### config.mk
export PLATFORM = sky130hd
export DESIGN_NAME = modem_pin_functions
export DESIGN_NICKNAME = d
export VERILOG_FILES = /design/src/inc/modem_pin_pkg.sv /design/src/modem_pin_cell.sv /design/src/modem_pin_functions.sv
export SDC_FILE = /design/constraint.sdc
export NUM_CORES = 1
export LEC_CHECK = 0
export BUFFER_PORTS_ARGS = -buffer_cell sky130_fd_sc_hd__buf_2
export CAP_MARGIN = 20
export CORE_MARGIN = 1
export CORE_UTILIZATION = 24
export DETAILED_ROUTE_END_ITERATION = 16
export MAX_ROUTING_LAYER = met4
export PLACE_DENSITY_LB_ADDON = 0.3
export SYNTH_ARGS = -nofsm -noshare
export SYNTH_HDL_FRONTEND = slang
export SYNTH_HIERARCHICAL = 1
export SYNTH_SLANG_ARGS = --single-unit
### constraint.sdc
create_clock -name clk_in -period 1.7 [get_ports clk_in]
set_clock_uncertainty 0.2 [all_clocks]
set_input_delay 0.34 -clock clk_in [delete_from_list [all_inputs] [get_ports clk_in]]
set_output_delay 0.34 -clock clk_in [all_outputs]
set_load 0.01 [all_outputs]
### src/inc/modem_pin_pkg.sv
// Package of register map, field positions and timing constants for the modem pin block
package modem_pin_pkg;

  // ==========================================================================
  // Register byte offsets on APB
  localparam logic [7:0] OFF_PIN_MODE  = 8'h00;
  localparam logic [7:0] OFF_GPIO_DIR  = 8'h04;
  localparam logic [7:0] OFF_GPIO_DOUT = 8'h08;
  localparam logic [7:0] OFF_GPIO_DIN  = 8'h0C;
  localparam logic [7:0] OFF_INT_CTRL  = 8'h10;
  localparam logic [7:0] OFF_CTRL      = 8'h14;
  localparam logic [7:0] OFF_IRQ_STAT  = 8'h18;
  localparam logic [7:0] OFF_IRQ_MASK  = 8'h1C;
  localparam logic [7:0] OFF_STATUS    = 8'h20;

  // ==========================================================================
  // Pin map: bit k serves general_io_(k+1)
  localparam int          NUM_PINS      = 5;
  localparam int          PIN_FRAME_END = 0;
  localparam int          PIN_CARRIER   = 1;
  localparam int          PIN_ESCAPE    = 2;
  localparam int          PIN_INTR      = 3;
  localparam int          PIN_RING      = 4;
  // Alternate functions that drive their pin; escape is an input
  localparam logic [4:0]  ALT_DRIVES    = 5'h1B;

  // ==========================================================================
  // Field positions and reset values
  localparam int          INT_CLR_LSB   = 6;
  localparam int          INT_PEND_BIT  = 7;
  localparam int          CTRL_POLICY   = 0;
  localparam int          CTRL_CLK_LSB  = 1;
  localparam int          CTRL_SLEEP    = 3;
  localparam int          IRQ_ESCAPE    = 0;
  localparam int          IRQ_FRAME_END = 1;
  localparam int          IRQ_RING      = 2;
  localparam int          IRQ_INTR      = 3;
  localparam logic [4:0]  PIN_MODE_RST  = 5'h00;
  localparam logic [4:0]  GPIO_DIR_RST  = 5'h00;
  localparam logic [4:0]  GPIO_DOUT_RST = 5'h00;
  localparam logic [3:0]  IRQ_MASK_RST  = 4'h0;

  // ==========================================================================
  // Reference clock options
  typedef enum logic [1:0] {
    CLK_CRYSTAL  = 2'b00,
    CLK_EXT_LOW  = 2'b01,
    CLK_EXT_HIGH = 2'b10
  } clk_src_t;
  localparam int          CRYSTAL_KHZ   = 4915;
  localparam int          EXT_HIGH_KHZ  = 27000;

  // ==========================================================================
  // Clear-to-send fill thresholds in percent
  localparam int          CTS_OFF_PCT   = 70;
  localparam int          CTS_ON_PCT    = 30;

endpackage

### src/modem_pin_cell.sv
// One multiplexed general purpose pin: output mux, enable and input synchroniser
`timescale 1ns/1ps
module modem_pin_cell (
  // Clock and reset
  input  wire logic clk_in,
  input  wire logic rstn_in,
  // Pad
  input  wire logic pad_in,
  output logic      pad_out,
  output logic      pad_oe_n_out,
  output logic      pad_sync_out,
  // Selection
  input  wire logic alt_en_in,
  input  wire logic alt_drives_in,
  input  wire logic alt_val_in,
  input  wire logic dir_in,
  input  wire logic dout_in
);

  typedef struct packed {
    logic sync1;
    logic sync2;
    logic out;
    logic oe_n;
  } cell_t;

  cell_t s_q;
  cell_t s_d;

  // ==========================================================================
  // Next state
  always_comb begin
    s_d       = s_q;
    s_d.sync1 = pad_in;
    s_d.sync2 = s_q.sync1;
    if (alt_en_in) begin
      s_d.out  = alt_drives_in & alt_val_in;
      s_d.oe_n = ~alt_drives_in;
    end else begin
      s_d.out  = dir_in & dout_in;
      s_d.oe_n = ~dir_in;
    end
  end

  // Reset leaves the pad an undriven input
  always_ff @(posedge clk_in or negedge rstn_in) begin
    if (!rstn_in) begin
      s_q <= '{sync1: 1'b0, sync2: 1'b0, out: 1'b0, oe_n: 1'b1};
    end else begin
      s_q <= s_d;
    end
  end

  assign pad_out      = s_q.out;
  assign pad_oe_n_out = s_q.oe_n;
  assign pad_sync_out = s_q.sync2;

endmodule

### src/modem_pin_functions.sv
// Host side pin functions: pin mux, interrupt pin, escape, clear-to-send, APB registers
//
// Our own choices: the register addresses and the APB interface to the registers.
`timescale 1ns/1ps
module modem_pin_functions #(
  parameter int FIFO_DEPTH = 16,
  parameter int LEVEL_W    = 5
) (
  // Clock and reset
  input  wire logic               clk_in,
  input  wire logic               rstn_in,
  // APB slave
  input  wire logic               psel_in,
  input  wire logic               penable_in,
  input  wire logic               pwrite_in,
  input  wire logic [7:0]         paddr_in,
  input  wire logic [31:0]        pwdata_in,
  output logic                    pready_out,
  output logic [31:0]             prdata_out,
  output logic                    pslverr_out,
  output logic                    irq_out,
  // Multiplexed pins general_io_1..5 (bit 0 is general_io_1)
  input  wire logic [4:0]         general_io_in,
  output logic [4:0]              general_io_out,
  output logic [4:0]              general_io_oe_n_out,
  // Serial flow control
  output logic                    cts_n_out,
  // Modem core status
  input  wire logic               connected_in,
  input  wire logic               carrier_present_in,
  input  wire logic               ring_on_in,
  input  wire logic               frame_end_in,
  input  wire logic               carrier_lost_in,
  input  wire logic               wake_ring_in,
  input  wire logic               loop_loss_in,
  input  wire logic               v23_reversal_in,
  input  wire logic               intrusion_in,
  input  wire logic               start_bit_in,
  input  wire logic               tx_fifo_empty_in,
  input  wire logic [LEVEL_W-1:0] tx_fifo_level_in,
  // Modem core control
  output logic                    escape_cmd_out,
  output logic                    command_mode_out,
  output logic [1:0]              clk_sel_out,
  output logic                    osc_amp_en_out,
  output logic                    sleep_out
);

  // ==========================================================================
  // Thresholds, compared as level*100 against depth*percent
  localparam logic [15:0] OFF_MARK = 16'(FIFO_DEPTH * modem_pin_pkg::CTS_OFF_PCT);
  localparam logic [15:0] ON_MARK  = 16'(FIFO_DEPTH * modem_pin_pkg::CTS_ON_PCT);

  typedef struct packed {
    logic [4:0]  pin_alt;
    logic [4:0]  gpio_dir;
    logic [4:0]  gpio_dout;
    logic        policy;
    logic [1:0]  clk_src;
    logic        osc_en;
    logic        sleep;
    logic [4:0]  int_src;
    logic [3:0]  irq_stat;
    logic [3:0]  irq_mask;
    logic        irq;
    logic        cts_n;
    logic        esc_prev;
    logic        cmd_mode;
    logic        esc_cmd;
    logic        pready;
    logic        pslverr;
    logic [31:0] prdata;
  } state_t;

  state_t s_q;
  state_t s_d;

  logic [4:0]  pad_sync;
  logic [4:0]  alt_val;
  logic [15:0] level_pct;
  logic        esc_rise;
  logic        wr_en;
  logic        setup;
  logic        mapped;

  // ==========================================================================
  // Pin cells
  assign alt_val[modem_pin_pkg::PIN_FRAME_END] = frame_end_in;
  assign alt_val[modem_pin_pkg::PIN_CARRIER]   = ~carrier_present_in;
  assign alt_val[modem_pin_pkg::PIN_ESCAPE]    = 1'b0;
  assign alt_val[modem_pin_pkg::PIN_INTR]      = |s_d.int_src;
  assign alt_val[modem_pin_pkg::PIN_RING]      = ring_on_in;

  for (genvar k = 0; k < modem_pin_pkg::NUM_PINS; k++) begin : g_pin
    // Function select per pin
    modem_pin_cell u_cell (
      .clk_in        (clk_in),
      .rstn_in       (rstn_in),
      .pad_in        (general_io_in[k]),
      .pad_out       (general_io_out[k]),
      .pad_oe_n_out  (general_io_oe_n_out[k]),
      .pad_sync_out  (pad_sync[k]),
      .alt_en_in     (s_q.pin_alt[k]),
      .alt_drives_in (modem_pin_pkg::ALT_DRIVES[k]),
      .alt_val_in    (alt_val[k]),
      .dir_in        (s_q.gpio_dir[k]),
      .dout_in       (s_q.gpio_dout[k])
    );
  end

  // ==========================================================================
  // Bus decode
  assign setup     = psel_in & ~penable_in;
  assign wr_en     = psel_in & penable_in & s_q.pready & pwrite_in & ~s_q.pslverr;
  assign esc_rise  = s_q.pin_alt[modem_pin_pkg::PIN_ESCAPE] &
                     pad_sync[modem_pin_pkg::PIN_ESCAPE] & ~s_q.esc_prev;
  assign level_pct = 16'(tx_fifo_level_in) * 16'd100;

  always_comb begin
    case (paddr_in)
      modem_pin_pkg::OFF_PIN_MODE,
      modem_pin_pkg::OFF_GPIO_DIR,
      modem_pin_pkg::OFF_GPIO_DOUT,
      modem_pin_pkg::OFF_GPIO_DIN,
      modem_pin_pkg::OFF_INT_CTRL,
      modem_pin_pkg::OFF_CTRL,
      modem_pin_pkg::OFF_IRQ_STAT,
      modem_pin_pkg::OFF_IRQ_MASK,
      modem_pin_pkg::OFF_STATUS: mapped = 1'b1;
      default:                   mapped = 1'b0;
    endcase
  end

  // ==========================================================================
  // Next state
  always_comb begin
    s_d = s_q;

    // One wait-free access cycle after each setup
    s_d.pready  = setup;
    s_d.pslverr = setup & ~mapped;
    s_d.prdata  = 32'h0000_0000;
    if (setup && !pwrite_in) begin
      case (paddr_in)
        modem_pin_pkg::OFF_PIN_MODE:  s_d.prdata[4:0] = s_q.pin_alt;
        modem_pin_pkg::OFF_GPIO_DIR:  s_d.prdata[4:0] = s_q.gpio_dir;
        modem_pin_pkg::OFF_GPIO_DOUT: s_d.prdata[4:0] = s_q.gpio_dout;
        modem_pin_pkg::OFF_GPIO_DIN:  s_d.prdata[4:0] = pad_sync;
        modem_pin_pkg::OFF_INT_CTRL: begin
          s_d.prdata[4:0]                         = s_q.int_src;
          s_d.prdata[modem_pin_pkg::INT_PEND_BIT] = |s_q.int_src;
        end
        modem_pin_pkg::OFF_CTRL: begin
          s_d.prdata[modem_pin_pkg::CTRL_POLICY]                    = s_q.policy;
          s_d.prdata[modem_pin_pkg::CTRL_CLK_LSB +: 2]              = s_q.clk_src;
          s_d.prdata[modem_pin_pkg::CTRL_SLEEP]                     = s_q.sleep;
        end
        modem_pin_pkg::OFF_IRQ_STAT:  s_d.prdata[3:0] = s_q.irq_stat;
        modem_pin_pkg::OFF_IRQ_MASK:  s_d.prdata[3:0] = s_q.irq_mask;
        modem_pin_pkg::OFF_STATUS:    s_d.prdata[3:0] = {s_q.cts_n, s_q.cmd_mode,
                                                         carrier_present_in, connected_in};
        default:                      s_d.prdata = 32'h0000_0000;
      endcase
    end

    // Register writes take effect at the access edge
    if (wr_en) begin
      case (paddr_in)
        modem_pin_pkg::OFF_PIN_MODE:  s_d.pin_alt   = pwdata_in[4:0];
        modem_pin_pkg::OFF_GPIO_DIR:  s_d.gpio_dir  = pwdata_in[4:0];
        modem_pin_pkg::OFF_GPIO_DOUT: s_d.gpio_dout = pwdata_in[4:0];
        modem_pin_pkg::OFF_INT_CTRL: begin
          if (|pwdata_in[modem_pin_pkg::INT_CLR_LSB +: 2]) begin
            s_d.int_src = 5'h00;
          end
        end
        modem_pin_pkg::OFF_CTRL: begin
          s_d.policy = pwdata_in[modem_pin_pkg::CTRL_POLICY];
          // Only the three documented clock options are accepted
          if (pwdata_in[modem_pin_pkg::CTRL_CLK_LSB +: 2] != 2'b11) begin
            s_d.clk_src = pwdata_in[modem_pin_pkg::CTRL_CLK_LSB +: 2];
          end
          // Sleep is left only through reset
          s_d.sleep = s_q.sleep | pwdata_in[modem_pin_pkg::CTRL_SLEEP];
        end
        modem_pin_pkg::OFF_IRQ_STAT:  s_d.irq_stat = s_q.irq_stat & ~pwdata_in[3:0];
        modem_pin_pkg::OFF_IRQ_MASK:  s_d.irq_mask = pwdata_in[3:0];
        default:                      s_d.irq_mask = s_q.irq_mask;
      endcase
    end

    // Crystal amplifier enable follows the selected clock source
    s_d.osc_en = (s_d.clk_src == modem_pin_pkg::CLK_CRYSTAL);

    // Interrupt pin sources; a set wins over a clear in the same cycle
    if (s_q.pin_alt[modem_pin_pkg::PIN_INTR] && connected_in) begin
      s_d.int_src = s_d.int_src | {intrusion_in, v23_reversal_in, loop_loss_in,
                                   wake_ring_in, carrier_lost_in};
    end

    // Escape edge forces command mode only while connected and not yet in command mode
    s_d.esc_prev = pad_sync[modem_pin_pkg::PIN_ESCAPE];
    s_d.esc_cmd  = esc_rise & connected_in & ~s_q.cmd_mode;
    if (s_d.esc_cmd) begin
      s_d.cmd_mode = 1'b1;
    end else if (!connected_in) begin
      s_d.cmd_mode = 1'b0;
    end

    // Clear-to-send flow control
    if (!s_q.policy) begin
      if (start_bit_in) begin
        s_d.cts_n = 1'b1;
      end else if (tx_fifo_empty_in) begin
        s_d.cts_n = 1'b0;
      end
    end else begin
      if (level_pct >= OFF_MARK) begin
        s_d.cts_n = 1'b1;
      end else if (level_pct <= ON_MARK) begin
        s_d.cts_n = 1'b0;
      end
    end

    // Sticky event status and masked interrupt
    s_d.irq_stat[modem_pin_pkg::IRQ_ESCAPE]    = s_d.irq_stat[modem_pin_pkg::IRQ_ESCAPE] |
                                                 s_d.esc_cmd;
    s_d.irq_stat[modem_pin_pkg::IRQ_FRAME_END] = s_d.irq_stat[modem_pin_pkg::IRQ_FRAME_END] |
                                                 frame_end_in;
    s_d.irq_stat[modem_pin_pkg::IRQ_RING]      = s_d.irq_stat[modem_pin_pkg::IRQ_RING] |
                                                 ring_on_in;
    s_d.irq_stat[modem_pin_pkg::IRQ_INTR]      = s_d.irq_stat[modem_pin_pkg::IRQ_INTR] |
                                                 (|s_d.int_src & ~|s_q.int_src);
    s_d.irq = |(s_d.irq_stat & s_d.irq_mask);
  end

  // ==========================================================================
  // State register; reset leaves every pin a digital input
  always_ff @(posedge clk_in or negedge rstn_in) begin
    if (!rstn_in) begin
      s_q          <= '0;
      s_q.pin_alt  <= modem_pin_pkg::PIN_MODE_RST;
      s_q.gpio_dir <= modem_pin_pkg::GPIO_DIR_RST;
      s_q.gpio_dout <= modem_pin_pkg::GPIO_DOUT_RST;
      s_q.irq_mask <= modem_pin_pkg::IRQ_MASK_RST;
      s_q.clk_src  <= modem_pin_pkg::CLK_CRYSTAL;
      s_q.osc_en   <= 1'b1;
      s_q.cts_n    <= 1'b1;
    end else begin
      s_q <= s_d;
    end
  end

  assign pready_out       = s_q.pready;
  assign prdata_out       = s_q.prdata;
  assign pslverr_out      = s_q.pslverr;
  assign irq_out          = s_q.irq;
  assign cts_n_out        = s_q.cts_n;
  assign escape_cmd_out   = s_q.esc_cmd;
  assign command_mode_out = s_q.cmd_mode;
  assign clk_sel_out      = s_q.clk_src;
  assign osc_amp_en_out   = s_q.osc_en;
  assign sleep_out        = s_q.sleep;
endmodule

==> results of run 1 <==
cell usage in the layout, fill, tap and decap left out, types with 2 or more instances in the layout:
master / instances
a21oi_2: 5
or2_2: 3
conb_1: 37
nand2_2: 3
nand3_1: 7
dlygate4sd3_1: 6
ha_1: 7
and4b_1: 2
inv_1: 8
dfstp_2: 7
nor2_1: 13
o21ai_0: 2
nand2_1: 8
bufinv_16: 4
o21ai_1: 6
xnor2_1: 2
a21boi_2: 4
a22o_1: 5
nand4_1: 2
mux2i_1: 9
dfrtp_1: 58
buf_6: 6
nand3b_1: 2
mux2_2: 16
nand2b_1: 2
o21ai_2: 3
mux4_2: 9
o21a_1: 2
nor3_1: 2
a21oi_1: 5
buf_4: 50
ha_4: 11
mux2_4: 3
inv_4: 2
buf_12: 2
buf_2: 62
nor2b_1: 4
or2_4: 2
clkbuf_16: 9
cells in the mapped netlist, drive strengths merged, types with 4 or more instances:
| library cell | count | share of area (%) |
|---|---|---|
| ha | 19 | 6.8 |
| nor2b | 4 | 0.72 |
| inv | 12 | 1.3 |
| mux2i | 10 | 2.9 |
| a21boi | 5 | 1.1 |
| nor2 | 14 | 1.5 |
| dfrtp | 59 | 43 |
| mux2 | 19 | 6.2 |
| mux4 | 9 | 5.8 |
| buf | 38 | 7.9 |
| nand3 | 8 | 1.2 |
| dfstp | 7 | 5.3 |
| nand2 | 12 | 1.3 |
| a22o | 5 | 1.3 |
| o21ai | 12 | 1.7 |
| or2 | 5 | 0.97 |
| a21oi | 10 | 1.4 |
final timing paths:
| check | startpoint | endpoint | slack (ns) | cells after the start |
|---|---|---|---|---|
| setup / recovery | tx_fifo_level_in[2] | cts_n_out$_DFFE_PN1P_ | -0.41 | 9 |
| hold / removal | frame_end_in | s_q[44]$_DFF_PN0_ | 0.06 | 3 |
| setup reg to reg | pslverr_out$_DFF_PN0_ | clk_sel_out[1]$_DFF_PN0_ | -0.29 | 5 |
| hold reg to reg | g_pin[2].u_cell/s_d[2]$_DFF_PN0_ | g_pin[2].u_cell/pad_sync_out$_DFF_PN0_ | 0.15 | 0 |
| max in group asynchronous | rstn_in | g_pin[0].u_cell/pad_oe_n_out$_DFF_PN1_ | 0.61 | 3 |
| min in group asynchronous | rstn_in | g_pin[1].u_cell/pad_sync_out$_DFF_PN0_ | 0.35 | 3 |
report_power, final:
group          leakage, µW  switching, µW  internal (µW)
clock network     0.000177            675           1590
registers         0.000850           14.6           1600
logic              0.00141            298            296
total              0.00244            988           3480
sequential cells by signal, summed over array words and instances (netlist names):
signal / count
escape_cmd_out: 1
osc_amp_en_out: 1
g_pin.u_cell/pad_out: 5
g_pin.u_cell/pad_oe_n_out: 5
sleep_out: 1
irq_out: 1
pready_out: 1
s_q: 30
cts_n_out: 1
command_mode_out: 1
pslverr_out: 1
g_pin.u_cell/pad_sync_out: 5
clk_sel_out: 2
g_pin.u_cell/s_d: 5
prdata_out: 6
worst max-delay path, delay by kind of cell:
family	cells	cell delay, ns
AOI/OAI and AO/OA	3	0.37
buffers and inverters	1	0.13
adders and majority gates	4	0.95
and+or+nand+nor	1	0.40
metal layers:
layer	GRT usage [%]	routed length (µm)	vias to the layer above
li1	-	-	1240
met1	16.3	4000	1240
met2	19.1	4100	70
met3	3.21	330	5
met4	3.73	77	0
met5	-	0	-
layout make-up:
class / count / area (µm²)
clock buffers: 10 / 229
flip-flops and latches: 66 / 1660
fillers: 1380 / 8880
multi-input cells: 208 / 1930
clock inverters: 6 / 138
repair buffers: 127 / 868
well taps: 180 / 225
inverters: 12 / 62.6
timing repair:
action	CTS	global route
pin swaps	16	17
hold buffers	6	0
resized for setup	25	27
setup endpoints to repair	31	37
buffers inserted	3	2
hold endpoints to repair	64	0
metrics by stage:
stage               cell area (µm²)  setup TNS, ns  total power (µW)
CTS                            4990          -5.11              4480
detailed placement             4450         -13.24              2160
global placement               4450         -12.83              2150
floorplan                      3820          -3.69              1970
global route                   5110          -6.67              4670
finish                         5110          -5.08              4470
cells by family after synthesis:
logic type,synth area share [%]
simple gates,11.4
flops,47.8
buf+inv,9.55
compound gates,7.71
mux,14.9
fa+ha+maj,7.42
xor+xnor,1.01
other cells,0.216
==> flow_summary.json, run 1 <==
{
  "worstPathArrival_ns": 2.18,
  "drc_errors": 0,
  "antenna_found_initial": 0,
  "cp-end-kind": "register",
  "synth_seq_cells": 66,
  "async_reset_ff_share_pct": 100,
  "drt_iter0_drc": 91,
  "netlist_instances": 292,
  "timing_worst_setup_path_type": "in2reg",
  "fin_cells": 609,
  "cp_slowest_stage_delay_ns": 0.40,
  "port_buffers": 66,
  "cp_max_fo": 4,
  "first_pass_iters": 4,
  "dp.cells": 584,
  "worstPathCellList": "buf_2, ha_4, ha_1, ha_2, ha_4, or3_4, a21boi_2, o31ai_2, a21oi_2",
  "crit_path_start_kind": "primary input",
  "cpMostUsedCell": "ha_4",
  "setup_ws_ns": -0.415,
  "slew_viol_final": 0,
  "hold-worst-slack_ns": 0.0592,
  "cts_made_buffers": 9,
  "worstPathRequired_ns": 1.77,
  "clock_path_buffers": 2,
  "core_um2": 14000,
  "dp_hpwl_um": 6540,
  "pre_cts_ws_ns": -0.883,
  "track_usage_pct": 12.5,
  "clkLatencyLatePin_ns": 0.33,
  "drive_above_1_share_pct": 52.4,
  "syn-mean-instance-area_um2": 11.9,
  "routed_wl_um": 8510,
  "synth_area_um2": 3470,
  "grt_pass1_wl_um": 13400,
  "leakage_uw": 0.00244,
  "cts_tree": "built",
  "cts_num_sinks": 66,
  "run_status": "finished, violations left",
  "ys_seq_area_share_pct": 47.8,
  "yosysWarnings": 6,
  "setup_viol": 28,
  "viasPerCell": 4.20,
  "route.vias.total": 2555,
  "cap_violations": 0,
  "initial_core_util_pct": 24.8,
  "crit_slowest_cell": "or3_4",
  "first_global_vias": 2577,
  "powerDensity_nw_per_um2": 875,
  "wl_per_cell_um": 14.0,
  "fin_crit_ns": 2.11,
  "cts_max_level": 3,
  "detail-route-antenna-nets": 0,
  "synth.distinct_cells": 50,
  "num_rows": 43,
  "grt_max_degree": 67,
  "peakVddDrop_mv": 0.585,
  "gp_congestion": 0.765,
  "diodes": 0,
  "finalHoldViolCount": 0,
  "fin_nets": 510,
  "cts_root_buffer": "clkbuf_16",
  "dieWidth_um": 122,
  "final_util_pct": 36.5,
  "min_path_type": "in2reg",
  "syn_to_final_growth_pct": 47.2,
  "ios": 118,
  "period_share_pct": 124,
  "gr-total-overflow": 0,
  "ys.flop_type": "dfrtp_1",
  "violations": "negative setup slack",
  "cts.clk_slew.worst_paths_ns": 0.06,
  "synth_edf_count": 0,
  "rsz0062_at_grt": "true",
  "fp.dieH_um": 122,
  "die_area_um2": 15000,
  "fmax_mhz": 473
}
Power figures use the tool's default switching activity.
==> run 2: changes to the inputs <==
--- a/config.mk
+++ b/config.mk
@@ -9,10 +9,10 @@
 export CAP_MARGIN = 20
 export CORE_MARGIN = 1
 export CORE_UTILIZATION = 24
+export CTS_CLUSTER_DIAMETER = 150
 export DETAILED_ROUTE_END_ITERATION = 16
 export MAX_ROUTING_LAYER = met4
 export PLACE_DENSITY_LB_ADDON = 0.3
 export SYNTH_ARGS = -nofsm -noshare
 export SYNTH_HDL_FRONTEND = slang
-export SYNTH_HIERARCHICAL = 1
 export SYNTH_SLANG_ARGS = --single-unit
==> run 2 against run 1 <==
The flow still finishes with violations (negative setup slack). Power down 9.6%. Clock-buffer cell count up 3. Via count up 4.2%. Synthesized cell count up 8.9%. Flip-flop and latch count unchanged. Largest cell class unchanged. Maximum frequency down 13%. Worst hold slack worse by 0.035 ns. Die area up 1.7%. Wire length up 8.3%. Combinational power up 4.2%. Final cell count up 0.99%.
==> flow_summary.json, run 2 <==
{
  "worstPathRequired_ns": 1.72,
  "clockPowerShare_pct": 44.8,
  "crit_slowest_cell": "or4_4",
  "synth_commonest_cells": "dfrtp_1 (59), buf_4 (44), mux2_2 (21)",
  "clkLatencyLatePin_ns": 0.33,
  "switching_power_uw": 968,
  "port_buffers": 66,
  "detail-route-antenna-nets": 0,
  "drive_above_1_share_pct": 49.2,
  "cts_max_level": 3,
  "violations": "negative setup slack",
  "initial_core_util_pct": 25.0,
  "period_share_pct": 143,
  "crit_path_start_kind": "primary input",
  "min_path_type": "in2reg",
  "grt_max_degree": 67,
  "wl_per_cell_um": 15.0,
  "switching_share_pct": 23.9,
  "ios": 118,
  "first_pass_iters": 4,
  "peakVddDrop_mv": 0.409,
  "run_status": "finished, violations left",
  "synth_seq_cells": 66,
  "synth_area_um2": 3530,
  "fillers": 1416,
  "viasPerCell": 4.33,
  "routed_wl_um": 9220,
  "fin_nets": 516,
  "worstPathCellList": "buf_6, or4_4, buf_6, or4_4, or3b_4, or2_4, o21a_1",
  "track_usage_pct": 12.9,
  "gp_congestion": 0.828,
  "ys_seq_area_share_pct": 47.0,
  "fp.dieH_um": 123,
  "p_int_uw": 3080,
  "finalHoldViolCount": 0,
  "path_delay_family": "simple AND/OR/NAND/NOR gates",
  "gr-total-overflow": 0,
  "dp_hpwl_um": 6850,
  "cts_root_buffer": "clkbuf_16",
  "synth_top_area_share_pct": 41.8,
  "route.vias.total": 2663,
  "rsz0062_at_grt": "true",
  "path_buf_inv": 2,
  "ys.flop_type": "dfrtp_1",
  "cp-end-kind": "register",
  "netlist_instances": 318,
  "total_power_uw": 4040,
  "combPwrFrac_pct": 15.3,
  "cts.clk_slew.worst_paths_ns": 0.05,
  "fin_crit_ns": 2.44,
  "largest_reg_flops": 30,
  "cts_num_sinks": 66,
  "synth_most_common_cell": "dfrtp_1",
  "cp_slowest_stage_delay_ns": 0.54,
  "p_seq_share_pct": 39.9,
  "syn-mean-instance-area_um2": 11.1,
  "die_area_um2": 15200,
  "cp_max_fo": 6,
  "timing_worst_setup_path_type": "in2reg",
  "top_register": "s_q",
  "post-route-cell-area_um2": 5080,
  "multi_input_area_um2": 1940,
  "syn_to_final_growth_pct": 44.0,
  "num_rows": 43,
  "pre_cts_ws_ns": -1.12,
  "slew_viol_final": 0,
  "cap_violations": 0,
  "worstPathArrival_ns": 2.46,
  "setup_ws_ns": -0.739,
  "synth_top_area_cell": "dfrtp_1",
  "seqCellArea_um2": 1660,
  "diodes": 0,
  "drt_iter0_drc": 111,
  "fmax_mhz": 410,
  "dieWidth_um": 123,
  "cts_tree": "built",
  "hold-worst-slack_ns": 0.0240,
  "powerDensity_nw_per_um2": 795,
  "core_um2": 14100,
  "async_reset_ff_share_pct": 100,
  "place_area_um2": 4370,
  "yosysWarnings": 0,
  "setup_viol": 40,
  "leakage_uw": 0.00238,
  "synth.distinct_cells": 54,
  "antenna_found_initial": 0,
  "synth_edf_count": 0,
  "first_global_vias": 2666,
  "mostFrequentLayoutCells": "buf_2 (61), dfrtp_1 (59), buf_4 (47)",
  "drc_errors": 0,
  "ys_top_cells_by_area": "dfrtp_1 (42%), buf_4 (9.4%), ha_1 (6.7%)",
  "clock_path_buffers": 2,
  "final_common_cell": "buf_2",
  "grt_pass1_wl_um": 14300,
  "cts_made_buffers": 9
}
run 2: per-layer routing:
layer	GRT usage [%]	share of wire (%)	vias to the layer above
met5	-	0	-
met4	3.61	1.2	0
met3	3.51	5.4	12
met2	19.1	46	85
met1	17.3	47	1294
li1	-	-	1272
run 2: cell type report:
class                      count  share of cell area [%]
multi-input combinational    209                    38.2
sequential                    66                    32.7
timing repair buffer         127                    17.4
clock buffer                  13                    4.92
tap                          180                    4.43
inverter                      17                    1.60
clock inverter                 3                   0.788
run 2: power by group through the flow:
stage | sequential (µW) | combinational (µW) | clock (µW)
finish | 1610 | 619 | 1810
global route | 1610 | 682 | 1920
CTS | 1610 | 544 | 1850
detailed placement | 1640 | 511 | 0
global placement | 1640 | 504 | 0
floorplan | 1640 | 315 | 0
run 2: path summary, 6_finish.rpt:
path / cells after the start / to / start / slack [ns]
hold / removal: 2 / g_pin[1].u_cell.pad_out$_DFF_PN0_ / carrier_present_in / 0.02
min in group asynchronous: 3 / g_pin[0].u_cell.pad_out$_DFF_PN0_ / rstn_in / 0.36
max in group asynchronous: 3 / g_pin[3].u_cell.pad_oe_n_out$_DFF_PN1_ / rstn_in / 0.61
setup reg to reg: 6 / clk_sel_out[1]$_DFF_PN0_ / pslverr_out$_DFF_PN0_ / -0.57
hold reg to reg: 0 / g_pin[1].u_cell.pad_sync_out$_DFF_PN0_ / g_pin[1].u_cell.s_d[2]$_DFF_PN0_ / 0.15
setup / recovery: 7 / clk_sel_out[1]$_DFF_PN0_ / paddr_in[7] / -0.74
run 2: cells by family (layout without fill, tap and decap cells):
kind of cell,count (synthesis),count (layout),synth area share [%]
xor+xnor,4,4,0.992
mux,32,32,10.5
other cells,1,26,0.106
flops,66,66,47.0
fa+ha+maj,20,20,7.30
simple gates,73,73,11.8
compound gates,54,54,10.3
buf+inv,68,160,11.9
run 2: stage by stage:
step	std cells	utilization, %	TNS [ns]
after floorplan	343	-	-28.73
after global placement	587	31.0	-36.17
after detailed placement	587	31.0	-36.81
after CTS	611	34.3	-21.39
after global routing	615	36.1	-20.55
final	615	36.1	-19.67
run 2: repair_timing:
action                                  in CTS  in global routing
gates resized for setup                     24                 45
setup buffers                                2                  4
endpoints found under the setup margin      40                 41
endpoints found under the hold margin       64                  0
pin swaps                                    9                 16
hold buffers                                 6                  0
==> run 3: changes to the inputs <==
--- a/config.mk
+++ b/config.mk
@@ -5,12 +5,12 @@
 export SDC_FILE = /design/constraint.sdc
 export NUM_CORES = 1
 export LEC_CHECK = 0
-export BUFFER_PORTS_ARGS = -buffer_cell sky130_fd_sc_hd__buf_2
 export CAP_MARGIN = 20
 export CORE_MARGIN = 1
 export CORE_UTILIZATION = 24
 export CTS_CLUSTER_DIAMETER = 150
 export DETAILED_ROUTE_END_ITERATION = 16
+export DONT_BUFFER_PORTS = 1
 export MAX_ROUTING_LAYER = met4
 export PLACE_DENSITY_LB_ADDON = 0.3
 export SYNTH_ARGS = -nofsm -noshare
==> constraint.sdc (replaced) <==
create_clock -name clk_in -period 2.7 [get_ports clk_in]
set_clock_uncertainty 0.2 [all_clocks]
set_input_delay 0.54 -clock clk_in [delete_from_list [all_inputs] [get_ports clk_in]]
set_output_delay 0.54 -clock clk_in [all_outputs]
set_load 0.01 [all_outputs]
==> run 3 against run 2 <==
The flow now finishes without violations. Setup slack improved by 0.82 ns. Highest routed layer unchanged. Flip-flop and latch count unchanged. Non-clock buffer count decreased by 108. Power decreased by 43%. Global-route usage decreased by 0.69 points. Cell area decreased by 22%. Wire length decreased by 9.9%. Sequential share of layout area increased by 9.2 points. Core utilization decreased by 7.9 points.
==> flow_summary.json, run 3 (synthesis gave the netlist of run 2 again) <==
{
  "fillers": 1465,
  "cap_violations": 0,
  "routed_wl_um": 8300,
  "fmax_mhz": 382,
  "cts_root_buffer": "clkbuf_16",
  "leakage_uw": 0.00183,
  "fin_cells": 507,
  "initial_core_util_pct": 25.0,
  "crit_path_start": "paddr_in[7]",
  "top_register": "s_q",
  "cp-end-kind": "register",
  "detail-route-antenna-nets": 0,
  "cts_num_sinks": 66,
  "fin_nets": 408,
  "route.vias.total": 2240,
  "period_share_pct": 97.0,
  "cp_max_fo": 4,
  "viasPerCell": 4.42,
  "syn_to_final_growth_pct": 12.3,
  "port_buffers": 0,
  "slew_viol_final": 0,
  "clkLatencyLatePin_ns": 0.33,
  "setup_viol": 0,
  "cts_made_buffers": 9,
  "place_area_um2": 3650,
  "peakVddDrop_mv": 0.417,
  "dp.cells": 489,
  "post_cts_resized": 0,
  "core_um2": 14100,
  "diodes": 0,
  "timing_worst_setup_path_type": "in2reg",
  "finalHoldViolCount": 0,
  "first_global_vias": 2288,
  "gr-total-overflow": 0,
  "grt_pass1_wl_um": 13200,
  "ios": 118,
  "min_path_type": "in2reg",
  "final.setup.tns_ns": 0,
  "die_area_um2": 15200,
  "track_usage_pct": 12.2,
  "run_status": "finished clean",
  "crit_path_start_kind": "primary input",
  "rsz0062_at_grt": "false",
  "timing.rr.start": "pslverr_out$_DFF_PN0_",
  "cts.clk_slew.worst_paths_ns": 0.05,
  "first_pass_iters": 4,
  "cts_tree": "built",
  "drc_errors": 0,
  "drive_above_1_share_pct": 22.6,
  "largest_reg_flops": 30,
  "powerDensity_nw_per_um2": 577,
  "cts_max_level": 3,
  "clock_path_buffers": 2,
  "worstHoldStart": "general_io_in[3]",
  "drt_iter0_drc": 121,
  "fp.dieH_um": 123,
  "fin_crit_ns": 2.62,
  "gp_congestion": 0.845,
  "dieWidth_um": 123,
  "final_common_cell": "dfrtp_1",
  "mostFrequentLayoutCells": "dfrtp_1 (59), conb_1 (26), mux2_2 (20)",
  "worstPathRequired_ns": 2.71,
  "post-route-cell-area_um2": 3960,
  "antenna_found_initial": 0,
  "num_rows": 43,
  "worstPathArrival_ns": 2.63,
  "wl_per_cell_um": 16.4,
  "dp_hpwl_um": 6350,
  "grt_max_degree": 67
}
## run 3: worst paths after layout
kind / endpoint / slack, ns / cells past startpoint
max: s_q[63]$_DFFE_PN0P_ / 0.08 / 6
min: g_pin[3].u_cell.s_d[2]$_DFF_PN0_ / 0.04 / 0
max reg2reg: irq_out$_DFF_PN0_ / 0.25 / 6
min reg2reg: g_pin[0].u_cell.pad_sync_out$_DFF_PN0_ / 0.15 / 0
max in group asynchronous: cts_n_out$_DFFE_PN1P_ / 1.43 / 2
min in group asynchronous: g_pin[1].u_cell.pad_out$_DFF_PN0_ / 0.56 / 2
## run 3: metrics by stage
| stage | power (µW) | worst slack, ns | util, % | hold WS [ns] |
|---|---|---|---|---|
| finish | 2290 | 0.0822 | 28.1 | 0.0403 |
| global route | 2390 | 0.0375 | 28.1 | 0.0267 |
| CTS | 2320 | 0.0735 | 28.1 | 0.0286 |
| detailed placement | 1200 | -0.262 | 25.9 | 0.0476 |
| global placement | 1190 | -0.262 | 25.9 | 0.0465 |
| floorplan | 1200 | -0.215 | - | 0.0444 |
## run 3: layer usage
metal	track usage, %	share of wire [%]
met5	-	0
met4	5.35	2.0
met3	2.91	6.1
met2	17.7	45
met1	16.2	47
## run 3: worst max-delay path, cell delays in order
cell	delay, ns
or4_4	0.54
or2_4	0.25
or4_4	0.53
nor3b_4	0.24
buf_4	0.19
mux2_2	0.33
## run 3: cell type report
cell class	instances	area [µm²]	area share (%)
clock buffer	14	264	6.66
clock inverter	2	13.8	0.347
inverter	17	63.8	1.61
multi-input combinational	209	1570	39.6
sequential	66	1660	41.9
tap	180	225	5.68
timing repair buffer	19	165	4.17
## run 3: report_power, final
part	internal, µW	switching, µW	leakage, µW
clock network	672	409	0.000137
logic	79.1	107	0.000842
registers	1010	12.3	0.000849
total	1760	528	0.00183
## run 3: what timing repair did
| action | in CTS | in global routing |
|---|---|---|
| hold buffers | 2 | 0 |
| endpoints found under the setup margin | 0 | 0 |
| setup buffers | 0 | 0 |
| hold endpoints to repair | 66 | 0 |
